`config.mk`:
```
export PLATFORM = sky130hd
export DESIGN_NAME = switch_and_keypad_reader
export DESIGN_NICKNAME = d
export VERILOG_FILES = /design/src/rtl/swkey_pkg.sv /design/src/rtl/switch_and_keypad_reader.sv
export SDC_FILE = /design/constraint.sdc
export NUM_CORES = 1
export LEC_CHECK = 0
export BUFFER_PORTS_ARGS = -buffer_cell sky130_fd_sc_hd__buf_2
export CAP_MARGIN = 25
export CORE_MARGIN = 2
export CORE_UTILIZATION = 46
export CTS_CLUSTER_SIZE = 16
export DETAILED_ROUTE_END_ITERATION = 16
export PLACE_DENSITY_LB_ADDON = 0.3
export SYNTH_ARGS = -nofsm -noshare
export SYNTH_HDL_FRONTEND = slang
export SYNTH_SLANG_ARGS = --single-unit
```
`constraint.sdc`:
```
create_clock -name MCLK -period 1.6 [get_ports MCLK]
set_clock_uncertainty 0.05 [all_clocks]
set_input_delay 0.16 -clock MCLK [delete_from_list [all_inputs] [get_ports MCLK]]
set_output_delay 0.16 -clock MCLK [all_outputs]
set_load 0.05 [all_outputs]
```
`src/rtl/swkey_pkg.sv`:
```
// Shared constants for the thumbwheel and ten-key readers
package swkey_pkg;
  localparam int          WORD_W        = 16;
  localparam int          STEPS         = 16;     // Scan cycles per switch round
  localparam int          STEP_W        = 4;
  localparam int          STRB_LO       = 0;      // Control strobes on out bits 00..04
  localparam int          STRB_W        = 5;
  localparam int          ROUND_BIT     = 5;      // Round-complete flag bit
  localparam int          DATA_W        = 4;      // Data lines per digit
  localparam int          SW_IN_W       = 8;      // Switch input points 0..7
  localparam int          KEYS          = 10;
  localparam int          ANY_KEY_BIT   = 10;
  localparam logic [15:0] DIGITS_FOUR   = 16'h0000;
  localparam logic [15:0] DIGITS_EIGHT  = 16'h0001;
  localparam logic [15:0] WORD_RESET    = 16'h0000;
endpackage : swkey_pkg

```
`src/rtl/switch_and_keypad_reader.sv`:
```
// Thumbwheel switch and ten-key keypad readers driven by scan enables
`timescale 1ns/1ps
// Contract
// - Strobes on out bits 0-4, sample data
// - Four digits low word, eight use both
// - Full read every 16 scans, repeating
// - Round flag bit 5 once per 16
// - Work word not cleared on first cycle
// - Reactivation restarts at sequence step zero
// - Keypad builds eight BCD digits in pair
// - Key flag holds until different key
// - Bit 10 set while any key held
// - Press shifts pair left, new digit low
// - Held key blocks other key presses
// - Reactivation restarts keypad reading at start
// - Keypad keeps no private work word
module switch_and_keypad_reader (
  // Clock and reset
  input  wire logic        MCLK,
  input  wire logic        SYS_RST,
  // Scan control
  input  wire logic        SCAN_EN,
  input  wire logic        SW_ACTIVE,
  input  wire logic        KEY_ACTIVE,
  input  wire logic [15:0] DIGIT_COUNT_SELECT,
  // Switch points
  input  wire logic [7:0]  SW_IN,
  output logic      [15:0] SW_OUT,
  output logic      [15:0] SW_RESULT_LO,
  output logic      [15:0] SW_RESULT_HI,
  output logic      [15:0] SCAN_WORK_WORD,
  // Keypad points
  input  wire logic [15:0] KEY_IN,
  output logic      [15:0] BCD_SHIFT_LO,
  output logic      [15:0] BCD_SHIFT_HI,
  output logic      [15:0] KEY_FLAG_WORD
);

  // Two-stage synchronisers on pin inputs
  logic [7:0]  sw_meta_r, sw_sync_r;
  logic [9:0]  key_meta_r, key_sync_r;
  always_ff @(posedge MCLK) begin
    sw_meta_r  <= SW_IN;
    sw_sync_r  <= sw_meta_r;
    key_meta_r <= KEY_IN[9:0];
    key_sync_r <= key_meta_r;
  end

  // Lowest pressed key index
  function automatic logic [3:0] key_code(input logic [9:0] k);
    logic [3:0] c;
    c = 4'h0;
    for (int i = swkey_pkg::KEYS - 1; i >= 0; i--) begin
      if (k[i]) c = 4'(i);
    end
    return c;
  endfunction

  // ---------------- Thumbwheel reader ----------------
  logic        sw_was_active_r;
  logic [3:0]  step_r;
  logic        eight_r;
  logic [31:0] shift_r;
  logic        round_r;
  logic [4:0]  strobe_r;
  wire         sw_run   = SCAN_EN && SW_ACTIVE;
  wire         sw_first = sw_run && !sw_was_active_r;
  wire  [3:0]  ndig     = eight_r ? 4'd8 : 4'd4;

  // Step decode for this scan; first active scan runs step 0 directly
  wire         round_start = sw_run && (sw_first || step_r == 4'h0);
  wire         eight_nxt   = round_start ? (DIGIT_COUNT_SELECT == swkey_pkg::DIGITS_EIGHT)
                                         : eight_r;
  wire  [3:0]  cur_step    = sw_first ? 4'h0 : step_r;
  wire  [3:0]  cur_digit   = {1'b0, cur_step[3:1]};
  wire         sample_now  = sw_run && cur_step[0] && (cur_digit < ndig);
  wire         last_step   = sw_run && !sw_first && step_r == 4'(swkey_pkg::STEPS - 1);
  // Eighth digit is sampled on the copy step, so results take the next shift value
  wire  [31:0] shift_nxt   = sample_now ? {shift_r[27:0], sw_sync_r[3:0]} : shift_r;

  // Activity history for restart detection
  always_ff @(posedge MCLK) begin
    if (SYS_RST) sw_was_active_r <= 1'b0;
    else if (SCAN_EN) sw_was_active_r <= SW_ACTIVE;
  end

  // Step counter: two scans per digit, round of 16
  always_ff @(posedge MCLK) begin
    if (SYS_RST) step_r <= 4'h0;
    else if (sw_first) step_r <= 4'h1;
    else if (sw_run) step_r <= step_r + 4'h1;
  end

  // Digit count captured at round start
  always_ff @(posedge MCLK) begin
    if (SYS_RST) eight_r <= 1'b0;
    else eight_r <= eight_nxt;
  end

  // Strobes: bit 4 chip select, bits 0-3 digit read select; sample on odd steps
  always_ff @(posedge MCLK) begin
    if (SYS_RST) begin
      strobe_r <= 5'h00;
      shift_r  <= 32'h0;
    end else if (sw_run) begin
      strobe_r <= (cur_digit < ndig) ? {1'b1, cur_digit} : 5'h00;
      shift_r  <= shift_nxt;
    end
  end

  // Result words and round flag on final step
  always_ff @(posedge MCLK) begin
    if (SYS_RST) begin
      SW_RESULT_LO <= swkey_pkg::WORD_RESET;
      SW_RESULT_HI <= swkey_pkg::WORD_RESET;
      round_r      <= 1'b0;
    end else if (sw_run) begin
      round_r <= last_step;
      if (last_step) begin
        SW_RESULT_LO <= shift_nxt[15:0];
        if (eight_r) SW_RESULT_HI <= shift_nxt[31:16];
      end
    end
  end

  // Work word mirrors sequence step; no clear on activation
  always_ff @(posedge MCLK) begin
    if (SYS_RST) SCAN_WORK_WORD <= swkey_pkg::WORD_RESET;
    else if (sw_run) SCAN_WORK_WORD <= {11'h0, eight_nxt, sw_first ? 4'h1 : step_r + 4'h1};
  end

  assign SW_OUT = {10'h0, round_r, strobe_r};

  // ---------------- Ten-key reader ----------------
  logic [9:0] held_r;
  wire        key_run = SCAN_EN && KEY_ACTIVE;
  wire        any_key = |key_sync_r;
  wire        new_press = any_key && (held_r == 10'h0);

  // Held-key latch, restarts cleanly when reactivated
  always_ff @(posedge MCLK) begin
    if (SYS_RST) held_r <= 10'h0;
    else if (SCAN_EN && !KEY_ACTIVE) held_r <= 10'h0;
    else if (key_run) begin
      if (!(|(key_sync_r & held_r))) held_r <= new_press ? key_sync_r & (~key_sync_r + 10'h1) : 10'h0;
    end
  end

  // Shift pair and key flags
  always_ff @(posedge MCLK) begin
    if (SYS_RST) begin
      BCD_SHIFT_LO  <= swkey_pkg::WORD_RESET;
      BCD_SHIFT_HI  <= swkey_pkg::WORD_RESET;
      KEY_FLAG_WORD <= swkey_pkg::WORD_RESET;
    end else if (key_run) begin
      KEY_FLAG_WORD[swkey_pkg::ANY_KEY_BIT] <= any_key;
      if (new_press) begin
        {BCD_SHIFT_HI, BCD_SHIFT_LO} <= {BCD_SHIFT_HI[11:0], BCD_SHIFT_LO,
                                          key_code(key_sync_r)};
        KEY_FLAG_WORD[9:0] <= 10'h1 << key_code(key_sync_r);
      end
    end
  end
endmodule // switch_and_keypad_reader

```
# Word level (Yosys, flattened, before mapping)
# Cells that the tools add are included.
[op_classes]
addsub = 2
n_lt_le_gt_ge = 1
eq_ne = 2
shifts = 1
n_mux = 22
bitwise = 4
n_reduce_logical = 25
[op_table]
columns = ["cell", "n"]
rows = [
  ["4-bit 2-to-1 mux", 16],
  ["32-bit 2-to-1 mux", 1],
  ["10-bit bitwise AND", 2],
  ["10-bit OR reduction", 2],
  ["16-bit by 1-bit == test with 1-bit output (second input constant)", 1],
  ["10-bit by 1-bit adder with 10-bit output (second input constant)", 1],
  ["1-bit logical AND", 10],
  ["10-bit logical NOT", 1],
  ["10-bit 2-to-1 mux", 1],
  ["10-bit NOT", 1],
  ["1-bit by 4-bit left shift with 10-bit output (first input constant)", 1],
  ["2-bit AND reduction", 3],
  ["5-bit 2-to-1 mux", 1],
  ["4-bit by 1-bit adder with 4-bit output (second input constant)", 1],
  ["4-bit == test (second input constant)", 1],
  ["4-bit logical NOT", 1],
  ["3-bit by 4-bit < comparator with 1-bit output", 1],
  ["2-bit OR reduction", 2],
  ["1-bit logical NOT", 3],
  ["1-bit 2-to-1 mux", 3],
  ["3-bit AND reduction", 1],
  ["2-bit nonzero test", 1],
  ["1-bit logical OR", 1],
  ["1-bit NOT", 1],
]
[word_totals]
ff_bits = 162
inputBits = 45
output_inout_bits = 112
elab_cells = 76

# Depth between registers and ports, before layout
# Gate-level depths: netlist of the first run.
[logic_depth]
word_depth = 14
ltp_mapped = 9
depth_no_buf = 7

# Least setup slack after synthesis of the first run
# OpenSTA, ideal clock, no wires.
[synth_timing]
path_kind = "register to register"
start = "reg key_sync_r[1]"
end = "reg BCD_SHIFT_HI[10]"
setup_ps = 132
t_arrival_ps = 1547
setup_slack_ps = -129
path_stages_with_launch = 9
cell_sequence = "dfxtp_1 buf_2 nor4_4 nand4_2 and3_4 buf_6 buf_6 nand2_1 a21oi_1"
[synth_via]
elab_chain_cells = 3
[synth_lines]
columns = ["item", "line", "source"]
rows = [
  ["start, declared", "switch_and_keypad_reader.sv:41", "logic [9:0] key_meta_r, key_sync_r;"],
  ["start signal, assigned", "switch_and_keypad_reader.sv:46", "key_sync_r <= key_meta_r;"],
  ["10-bit OR reduction", "switch_and_keypad_reader.sv:137", "wire any_key = |key_sync_r;"],
  ["1-bit logical AND", "switch_and_keypad_reader.sv:138", "wire new_press = any_key && (held_r == 10'h0);"],
  ["2-bit AND reduction (no line)", "-", ""],
  ["end signal, assigned", "switch_and_keypad_reader.sv:153", "BCD_SHIFT_HI <= swkey_pkg::WORD_RESET;"],
  ["end signal, assigned", "switch_and_keypad_reader.sv:158", "{BCD_SHIFT_HI, BCD_SHIFT_LO} <= {BCD_SHIFT_HI[11:0], BCD_SHIFT_LO,"],
  ["end, declared", "switch_and_keypad_reader.sv:35", "output logic [15:0] BCD_SHIFT_HI,"],
]
# Every way passes these cells.
# A chain may end at the register's enable or synchronous reset.

# Final worst setup path of the first run
[layout_timing]
start = "reg held_r[9]"
end = "reg BCD_SHIFT_HI[2]"
[layout_via]
elab_chain_cells = 3
[layout_lines]
columns = ["item", "line", "source"]
rows = [
  ["start, declared", "switch_and_keypad_reader.sv:135", "logic [9:0] held_r;"],
  ["start signal, assigned", "switch_and_keypad_reader.sv:145", "if (!(|(key_sync_r & held_r))) held_r <= new_press ? key_sync_r & (~key_sync_r + 10'h1) : 10'h0;"],
  ["10-bit logical NOT", "switch_and_keypad_reader.sv:138", ""],
  ["1-bit logical AND", "switch_and_keypad_reader.sv:138", ""],
  ["2-bit AND reduction (no line)", "-", ""],
]
# Every way passes these cells.

==> results of run 1 <==
[per-layer routing]
| metal | global-route usage (%) | share of wire, % | wire length [µm] | vias up |
|---|---|---|---|---|
| met1 | 22.6 | 43 | 6010 | 2390 |
| met2 | 30.7 | 50 | 6980 | 171 |
| met3 | 5.77 | 5.6 | 794 | 31 |
| li1 | - | - | - | 2437 |
| met5 | 0 | 0 | 0 | - |
| met4 | 8.06 | 2.0 | 279 | 0 |
[stage by stage]
stage	power (mW)	area (µm²)	hold slack [ns]	TNS, ns	setup WS (ns)
floorplan	4.63	6110	0.138	-2.38	-0.107
global placement	4.73	6800	0.214	-4.09	-0.126
detailed placement	4.73	6800	0.214	-7.54	-0.183
CTS	8.35	7550	0.0457	-2.47	-0.113
global route	8.64	7900	0.0636	-14.75	-0.247
finish	8.36	7900	0.0642	-6.57	-0.184
[layout make-up]
type / count / area, µm² / area share [%]
flip-flops and latches: 161 / 3240 / 41.0
well taps: 172 / 215 / 2.73
multi-input cells: 418 / 2580 / 32.7
inverters: 9 / 36.3 / 0.460
repair buffers: 183 / 1300 / 16.5
clock buffers: 20 / 457 / 5.78
clock inverters: 10 / 65.1 / 0.824
[cells in the final DEF (no fill, tap or decap), drive strengths merged, types with 12 or more instances in the layout]
cell type / Yosys / layout
nand3: 18 / 18
a21oi: 54 / 54
nor2: 85 / 85
nand2: 82 / 82
buf: 51 / 164
dfxtp: 161 / 161
o21ai: 12 / 12
conb: 1 / 27
mux2i: 34 / 34
dlygate4sd3: 0 / 14
a211oi: 35 / 35
clkbuf: 19 / 25
[power by group through the flow]
stage	combinational (mW)	clock (mW)	sequential, mW
CTS	0.589	3.66	4.10
floorplan	0.406	0	4.23
detailed placement	0.542	0	4.19
global route	0.703	3.83	4.11
global placement	0.535	0	4.19
finish	0.663	3.59	4.11
[registers in the layout, summed over array words and instances, names as in the netlist, 4 cells and up]
register and count:
BCD_SHIFT_HI 16, BCD_SHIFT_LO 16, KEY_FLAG_WORD 11, SCAN_WORK_WORD 5, SW_RESULT_HI 16, SW_RESULT_LO 16, held_r 10, key_meta_r 10
key_sync_r 10, shift_r 32, step_r 4, strobe_r 4, sw_meta_r 4, sw_sync_r 4
[cell families (layout without fill, tap and decap cells)]
family | Yosys count | after routing | share of synthesized area [%]
AO/OA/AOI/OAI | 121 | 121 | 12.9
XOR/XNOR | 2 | 2 | 0.293
adder cells (fa/ha/maj) | 2 | 2 | 0.418
buffers and inverters | 79 | 222 | 8.84
flip-flops | 161 | 161 | 53.8
multiplexers | 34 | 34 | 5.68
other | 1 | 27 | 0.0626
AND/OR/NAND/NOR | 231 | 232 | 18.0
[timing repair]
item | in CTS | in global routing
gates resized for setup | 10 | 63
buffers inserted | 4 | 1
pin swaps | 4 | 20
hold buffers | 14 | 0
endpoints found under the setup margin | 81 | 117
hold endpoints to repair | 14 | 0
gates cloned | 1 | 5
[worst max-delay path, stage by stage (launching register included)]
cell and delay (ns):
dfxtp_2 0.34, nor4_4 0.32, and4_4 0.29, and3_4 0.30, buf_12 0.15, nand2_1 0.06, a21oi_1 0.19
[worst max-delay path by stage]
stage	startpoint	end	slack, ns	cells past startpoint
finish	held_r[9]$_SDFFE_PP0P_	BCD_SHIFT_HI[2]$_SDFFE_PP0P_	-0.18	6
global route	held_r[9]$_SDFFE_PP0P_	BCD_SHIFT_HI[2]$_SDFFE_PP0P_	-0.25	6
CTS	held_r[2]$_SDFFE_PP0P_	KEY_FLAG_WORD[5]$_SDFFE_PP0P_	-0.11	6
detailed placement	held_r[9]$_SDFFE_PP0P_	KEY_FLAG_WORD[5]$_SDFFE_PP0P_	-0.18	6
global placement	held_r[9]$_SDFFE_PP0P_	BCD_SHIFT_HI[13]$_SDFFE_PP0P_	-0.13	6
floorplan	key_sync_r[1]$_DFF_P_	BCD_SHIFT_HI[10]$_SDFFE_PP0P_	-0.11	8
==> results.md, run 1 <==
- Outcome: finished, violations left
- Failing checks: negative setup slack
- Max-capacitance violation count: 0
- DR WL/cell: 14.5 µm
- Nets: 837
- DIE AREA: 13900 µm²
- Post-synth top area cell: dfxtp_1
- DRT Wirelength: 14100 µm
- Global-route wire length before repair: 21400 µm
- H-tree depth: 4
- Post-synth top flop: dfxtp_1
- Worst-case clock buffer depth: 2
- RSZ-0062 raised after global routing: true
- Synth Warn #: 0
- Initial core utilization: 47.2%
- Site Rows: 41
- Initial antenna violation count: 0
- CTS tree: yes
- Reg2reg setup slack: -0.18 ns
- DR pass1 iterations: 6
- Post-route setup slack: -0.184 ns
- TritonCTS Buffers: 17
- Gr ovfl total: 0
- Sw frac: 24.4%
- Worst-path clk slew: 0.07 ns
- Lkg Pwr: 3.21 nW
- Internal power: 6.32 mW
- Reg-to-reg startpoint: held_r[9]$_SDFFE_PP0P_
- Clk sinks: 161
- Vias in the first global route: 4617
- Fin cells: 973
- Critical Path AT: 2.07 ns
- Power per Cell Area: 1060 nW/µm²
- Cells after synthesis: 631
- Mean post-synth cell area: 9.49 µm²
- Share of flip-flops with an asynchronous set or reset: 0%
- Die Ht: 118 µm
- Number of synthesized flops with an enable pin: 0
- Reg2Reg Depth: 6
- VDD IR max: 0.612 mV
- Commonest cells in the netlist: 161 x dfxtp_1, 84 x nor2_1, 81 x nand2_1
- Top cell type's share of synthesized area: 53.8%
- Reg2reg end: BCD_SHIFT_HI[2]$_SDFFE_PP0P_
- Antenna Cells: 0
- Routed vias: 5029
- Setup crit end kind: register
- Critical Path Start Type: register
- Combinational share of power: 7.9%
- Util after Layout: 62.3%
- Data required time of the worst path: 1.89 ns
- Port Buffers: 119
- Count leader, synth: dfxtp_1
- Worst setup path class: register to register
- Final Setup Violations: 86
- Share of cells above drive strength 1: 33.5%
- Distinct cell type count after synthesis: 54
- Sequential share of power: 49.1%
- Placed cells: 918
- Area growth syn-to-layout: 31.9%
- Filler Cell Count: 1080
- Post-Synthesis Cell Area: 5990 µm²
- Fin crit share: 112%
- Max Fclk: 560 MHz
- Core Region: 12700 µm²
- All-Layer GR Usage: 18.7%
- Drt initial violations: 373
- Antenna-violating nets left: 0
- Depth of the worst hold-timing path: 3
- Worst Hold End: sw_was_active_r$_SDFFE_PP0P_
- Die width: 118 µm
- Clock share of power: 43.0%
- Root buffer cell: clkbuf_16
- Ranking of synthesized cells by area: dfxtp_1 54%, mux2i_1 5.7%, nor2_1 5.3%, nand2_1 5.1%, a21oi_1 4.5%
- Largest net degree at the start of global routing: 65
- DP HPWL: 9040 µm
- Post-synthesis register bit count: 161
- Final Hold Fails: 0
- Sw power: 2.04 mW
- IO Count: 157
- Residual DRC: 0
- Crit-path max FO: 8
- Avg Vias per Cell: 5.17
- Sequential element share of the synthesized area: 53.8%
- Routability cong.: 0.877
- Clock latency on the worst-skew pair: 0.42 ns
- Hold Crit Start: SCAN_EN
- Shortest clock period the worst path allows after layout: 1.78 ns
- Final Max Tran Viols: 0
- HP Class: primary input to register
Note: power is estimated with default switching activity, not from simulation.
==> run 2: changes to the inputs <==
--- a/config.mk
+++ b/config.mk
@@ -8,9 +8,10 @@
 export BUFFER_PORTS_ARGS = -buffer_cell sky130_fd_sc_hd__buf_2
 export CAP_MARGIN = 25
 export CORE_MARGIN = 2
-export CORE_UTILIZATION = 46
+export CORE_UTILIZATION = 45
 export CTS_CLUSTER_SIZE = 16
 export DETAILED_ROUTE_END_ITERATION = 16
+export GPL_TIMING_DRIVEN = 0
 export PLACE_DENSITY_LB_ADDON = 0.3
 export SYNTH_ARGS = -nofsm -noshare
 export SYNTH_HDL_FRONTEND = slang
==> run 2 against run 1 <==
The run still ends with negative setup slack left. Register-to-register slack about the same. Die area is 2.1% higher. Non-clock buffer count up 51. Critical path type unchanged.
==> results.md, run 2 (same netlist as run 1, synthesis figures left out) <==
- DR WL/cell: 17.3 µm
- DRT Wirelength: 17800 µm
- Nets: 887
- Crit-path max FO: 7
- Routed vias: 5354
- Crit-path cells: nor4_4 -> and4_4 -> and3_4 -> buf_8 -> buf_8 -> nand2_2 -> a21oi_2
- Max-capacitance violation count: 0
- VDD IR max: 0.859 mV
- Setup TNS: -8.38 ns
- Max reg flops: 32
- H-tree depth: 4
- Core Region: 13100 µm²
- Sw power: 2.14 mW
- Residual DRC: 0
- Outcome: finished, violations left
- Most frequent cells in the layout: 153 x dfxtp_1, 120 x buf_2, 75 x nor2_1, 55 x nand2_1, 48 x buf_4
- Critical Path AT: 2.08 ns
- Port Buffers: 118
- RSZ-0062 raised after global routing: true
- Relative slew margins: 49.8%
- Data required time of the worst path: 1.90 ns
- Worst-path clk slew: 0.06 ns
- Worst Hold End: sw_was_active_r$_SDFFE_PP0P_
- Failing checks: negative setup slack
- Reg2reg setup slack: -0.17 ns
- Routability cong.: 0.840
- Reg-to-reg startpoint: held_r[2]$_SDFFE_PP0P_
- Critical Path Start Type: register
- Sequential share of power: 45.6%
- Fin crit share: 111%
- DP HPWL: 10500 µm
- Avg Vias per Cell: 5.21
- Root buffer cell: clkbuf_16
- Sw frac: 23.7%
- HP Class: primary input to register
- Internal power: 6.89 mW
- Die width: 119 µm
- Lkg Pwr: 3.67 nW
- Shortest clock period the worst path allows after layout: 1.77 ns
- CTS tree: yes
- Final Setup Violations: 95
- Setup crit end kind: register
- DR pass1 iterations: 5
- Global-route wire length before repair: 26700 µm
- Slowest stage delay, CP: 0.34 ns
- Antenna Cells: 0
- Max Fclk: 564 MHz
- Clock latency on the worst-skew pair: 0.43 ns
- Share of cells above drive strength 1: 44.6%
- Reg2Reg Depth: 7
- Worst setup path class: register to register
- Combinational share of power: 8.3%
- IO Count: 157
- Total power: 9.03 mW
- TritonCTS Buffers: 17
- Clk sinks: 161
- Initial antenna violation count: 0
- Vias in the first global route: 5315
- Gr ovfl total: 0
- Top reg by flops: shift_r
- Critical Path Start: held_r[2]$_SDFFE_PP0P_
- Final Hold Fails: 0
- Drt initial violations: 287
- Slew @ Worst Pin: 0.753 ns
- Largest net degree at the start of global routing: 17
- Area growth syn-to-layout: 49.5%
- Crit-path slowest cell: dfxtp_2
- Most frequent cell on the critical path: buf_8
- Reg2reg end: BCD_SHIFT_HI[11]$_SDFFE_PP0P_
- Final Max Tran Viols: 0
- Post-route setup slack: -0.174 ns
- Site Rows: 42
- Initial core utilization: 45.6%
- Hold_ws: 0.0508 ns
- All-Layer GR Usage: 24.0%
- Commonest non-fill, non-tap cell in the layout: dfxtp_1
- Clock share of power: 46.1%
- Hold Crit Start: SCAN_EN
- Antenna-violating nets left: 0
- DIE AREA: 14200 µm²
- Die Ht: 119 µm
- Power per Cell Area: 1010 nW/µm²
- Worst-case clock buffer depth: 2
- Depth of the worst hold-timing path: 3
## run 2: cell types whose count changed in the layout (fill, tap and decap cells not counted), moves of 15 or more
cell / previous run / this run
mux2i_4: 0 / 32
clkbuf_1: 1 / 16
a21oi_1: 44 / 27
nand2_1: 71 / 55
a21oi_2: 10 / 27
mux2i_2: 17 / 0
a211oi_2: 3 / 18
a211oi_1: 32 / 17
mux2i_1: 17 / 2
## run 2: what timing repair did
action,4_1_cts,5_1_grt
buffers inserted,27,5
cloned,8,0
resized for setup,149,81
pin swaps,63,28
hold buffers,14,0
endpoints found under the setup margin,115,118
hold endpoints to repair,14,0
## run 2: per-layer routing
| layer | wire length (µm) | vias up | GRT usage (%) |
|---|---|---|---|
| met1 | 6890 | 2574 | 27.6 |
| met5 | 0 | - | 0 |
| met3 | 910 | 43 | 5.75 |
| met4 | 505 | 0 | 11.4 |
| li1 | - | 2541 | - |
| met2 | 9480 | 196 | 42.0 |
## run 2: worst max-delay path by stage
stage	endpoint	slack [ns]
2_1_floorplan	BCD_SHIFT_HI[10]$_SDFFE_PP0P_	-0.11
3_3_place_gp	BCD_SHIFT_HI[10]$_SDFFE_PP0P_	-0.34
3_5_place_dp	BCD_SHIFT_HI[10]$_SDFFE_PP0P_	-0.38
4_1_cts	BCD_SHIFT_LO[0]$_SDFFE_PP0P_	-0.15
5_1_grt	SW_RESULT_HI[1]$_SDFFE_PP0P_	-0.23
6_report	BCD_SHIFT_HI[11]$_SDFFE_PP0P_	-0.17
## run 2: power groups by stage
stage	clock network, mW	logic (mW)	registers (mW)
floorplan	0	0.406	4.23
global placement	0	0.572	4.19
detailed placement	0	0.580	4.19
CTS	4.16	0.705	4.11
global route	4.38	0.787	4.12
finish	4.16	0.747	4.12
## run 2: worst max-delay path: cells and delay by family (launching register included)
kind / cells / cell delay [ns]
AOI/OAI and AO/OA: 1 / 0.14
buffers and inverters: 2 / 0.30
and+or+nand+nor: 4 / 0.87
DFF: 1 / 0.34
## run 2: area by class of cell
cell class                      instances  area, µm²
Tap cell                              176        220
Fill cell                            1012       4190
Clock buffer                           21        470
Timing Repair Buffer                  167       1120
Multi-Input combinational cell        417       3190
Buffer                                 67        539
Clock inverter                         10        134
Sequential cell                       161       3240
Inverter                                9       36.3
## run 2: metrics by stage
| step | setup slack (ns) | std cells | cell area [µm²] | util [%] |
|---|---|---|---|---|
| 6_report | -0.174 | 1028 | 8950 | 68.1 |
| 3_5_place_dp | -0.383 | 951 | 6920 | 52.7 |
| 3_3_place_gp | -0.338 | 951 | 6920 | 52.7 |
| 5_1_grt | -0.231 | 1028 | 8950 | 68.1 |
| 4_1_cts | -0.153 | 1029 | 8680 | 66.0 |
| 2_1_floorplan | -0.107 | 657 | 6110 | - |
==> run 3: changes to the inputs <==
--- a/config.mk
+++ b/config.mk
@@ -9,10 +9,11 @@
 export CAP_MARGIN = 25
 export CORE_MARGIN = 2
 export CORE_UTILIZATION = 45
+export CTS_BUF_LIST = sky130_fd_sc_hd__clkbuf_16
 export CTS_CLUSTER_SIZE = 16
 export DETAILED_ROUTE_END_ITERATION = 16
 export GPL_TIMING_DRIVEN = 0
-export PLACE_DENSITY_LB_ADDON = 0.3
+export PLACE_DENSITY_LB_ADDON = 0.05
 export SYNTH_ARGS = -nofsm -noshare
 export SYNTH_HDL_FRONTEND = slang
 export SYNTH_SLANG_ARGS = --single-unit
==> run 3 against run 2 <==
The flow still finishes with violations (negative setup slack). Flip-flop and latch count unchanged. Non-clock buffer count is 4 higher. Global-route usage down 1.2 points. Setup slack improved by 0.011 ns. Critical path type unchanged. Worst hold slack worse by 0.015 ns.
==> results.md, run 3 (same netlist as run 1, synthesis figures left out) <==
- Area growth syn-to-layout: 51.3%
- Most frequent cells in the layout: 148 x dfxtp_1, 118 x buf_2, 73 x nor2_1, 69 x nand2_1, 46 x buf_4
- IO Count: 157
- Drt initial violations: 275
- Outcome: finished, violations left
- Lkg Pwr: 3.62 nW
- Sw frac: 23.4%
- Routed vias: 5267
- Global-route wire length before repair: 25500 µm
- Clock share of power: 46.0%
- H-tree depth: 4
- Max reg flops: 32
- Final Setup Violations: 113
- Largest net degree at the start of global routing: 17
- DRT Wirelength: 16500 µm
- Relative slew margins: 53.4%
- Max-capacitance violation count: 0
- VDD IR max: 0.768 mV
- Antenna-violating nets left: 0
- Vias in the first global route: 5059
- Critical Path AT: 2.05 ns
- Initial antenna violation count: 1
- DIE AREA: 14200 µm²
- CTS tree: yes
- DR WL/cell: 15.9 µm
- Max Fclk: 567 MHz
- Cell Area, Placed: 6920 µm²
- Fin crit share: 110%
- Die Ht: 119 µm
- Failing checks: negative setup slack
- Worst setup path class: register to register
- Port Buffers: 118
- Sequential share of power: 45.6%
- Gr ovfl total: 0
- Shortest clock period the worst path allows after layout: 1.76 ns
- Avg Vias per Cell: 5.09
- Clock latency on the worst-skew pair: 0.43 ns
- Final Hold Fails: 0
- Site Rows: 42
- Top reg by flops: shift_r
- Critical Path Start Type: register
- Worst-case clock buffer depth: 2
- Combinational share of power: 8.4%
- Setup TNS: -10.31 ns
- Initial core utilization: 45.6%
- Worst-path clk slew: 0.06 ns
- Data required time of the worst path: 1.89 ns
- Share of cells above drive strength 1: 42.7%
- DR pass1 iterations: 5
- Setup crit end kind: register
- Residual DRC: 0
- DP HPWL: 10200 µm
- HP Class: primary input to register
- Design Area, Final: 9060 µm²
- Nets: 892
- Die width: 119 µm
- Root buffer cell: clkbuf_16
- Slew @ Worst Pin: 0.699 ns
- Sw power: 2.11 mW
- Final Max Tran Viols: 0
- Post-route setup slack: -0.163 ns
- All-Layer GR Usage: 22.8%
- Power per Cell Area: 997 nW/µm²
- Crit-path max FO: 5
- TritonCTS Buffers: 17
- RSZ-0062 raised after global routing: true
- Routability cong.: 0.908
- Core Region: 13100 µm²
- Commonest non-fill, non-tap cell in the layout: dfxtp_1
- Clk sinks: 161
- Internal power: 6.92 mW
-- run 3: changes by cell type in the layout (fill, tap and decap cells not counted), sizes merged --
| cell | before | now |
|---|---|---|
| clkinvlp | 2 | 0 |
| nor2 | 85 | 86 |
| bufinv | 3 | 4 |
| inv | 9 | 11 |
| clkinv | 5 | 8 |
| diode | 0 | 1 |
-- run 3: metal layers --
metal  up-vias  wire (µm)  track usage, %
met4         0        337            9.12
li1       2549          -               -
met1      2534       7070            28.1
met2       153       8240            38.3
met3        31        804            5.60
met5         -          0               0
-- run 3: power by group through the flow --
stage	combinational (mW)	clock, mW	sequential (mW)
2_1_floorplan	0.406	0	4.23
3_3_place_gp	0.577	0	4.19
3_5_place_dp	0.581	0	4.19
4_1_cts	0.715	4.21	4.11
5_1_grt	0.805	4.40	4.12
6_report	0.760	4.15	4.11
-- run 3: area by class of cell --
cell class | instances | area (µm²)
diodes | 1 | 2.50
plain buffers | 68 | 608
clock buffers | 17 | 425
clock inverters | 14 | 171
fillers | 1031 | 4080
inverters | 9 | 38.8
multi-input cells | 418 | 3080
flip-flops and latches | 161 | 3250
well taps | 176 | 220
repair buffers | 170 | 1260
-- run 3: repair_timing --
| action | 4_1_cts | 5_1_grt |
|---|---|---|
| setup endpoints to repair | 115 | 119 |
| hold buffers | 14 | 0 |
| cloned | 7 | 4 |
| buffers inserted | 19 | 10 |
| pin swaps | 38 | 31 |
| resized for setup | 116 | 99 |
| endpoints found under the hold margin | 14 | 0 |
-- run 3: path summary, 6_finish.rpt --
| kind | endpoint | cells after the start | startpoint | slack, ns |
|---|---|---|---|---|
| worst max-delay path | KEY_FLAG_WORD[5]$_SDFFE_PP0P_ | 6 | held_r[2]$_SDFFE_PP0P_ | -0.16 |
| worst min-delay path | step_r[3]$_SDFFE_PP0P_ | 4 | SW_ACTIVE | 0.04 |
| worst max register to register | KEY_FLAG_WORD[5]$_SDFFE_PP0P_ | 6 | held_r[2]$_SDFFE_PP0P_ | -0.16 |
| worst min register to register | key_sync_r[8]$_DFF_P_ | 0 | key_meta_r[8]$_DFF_P_ | 0.27 |
-- run 3: per-stage QoR --
stage               setup slack (ns)  power [mW]  util [%]  hold slack [ns]  cells
floorplan                     -0.107        4.63         -            0.138    657
CTS                           -0.152        9.04      64.4           0.0287   1020
global placement              -0.346        4.77      52.7            0.212    951
global route                  -0.232        9.32      68.9           0.0583   1033
detailed placement            -0.347        4.77      52.7            0.214    951
finish                        -0.163        9.03      68.9           0.0356   1034
-- run 3: worst max-delay path, stage by stage, from the launching register on --
cell	delay, ns
dfxtp_2	0.34
nor4_4	0.29
and4_4	0.31
nand3_4	0.13
buf_12	0.18
buf_6	0.13
o31ai_2	0.24
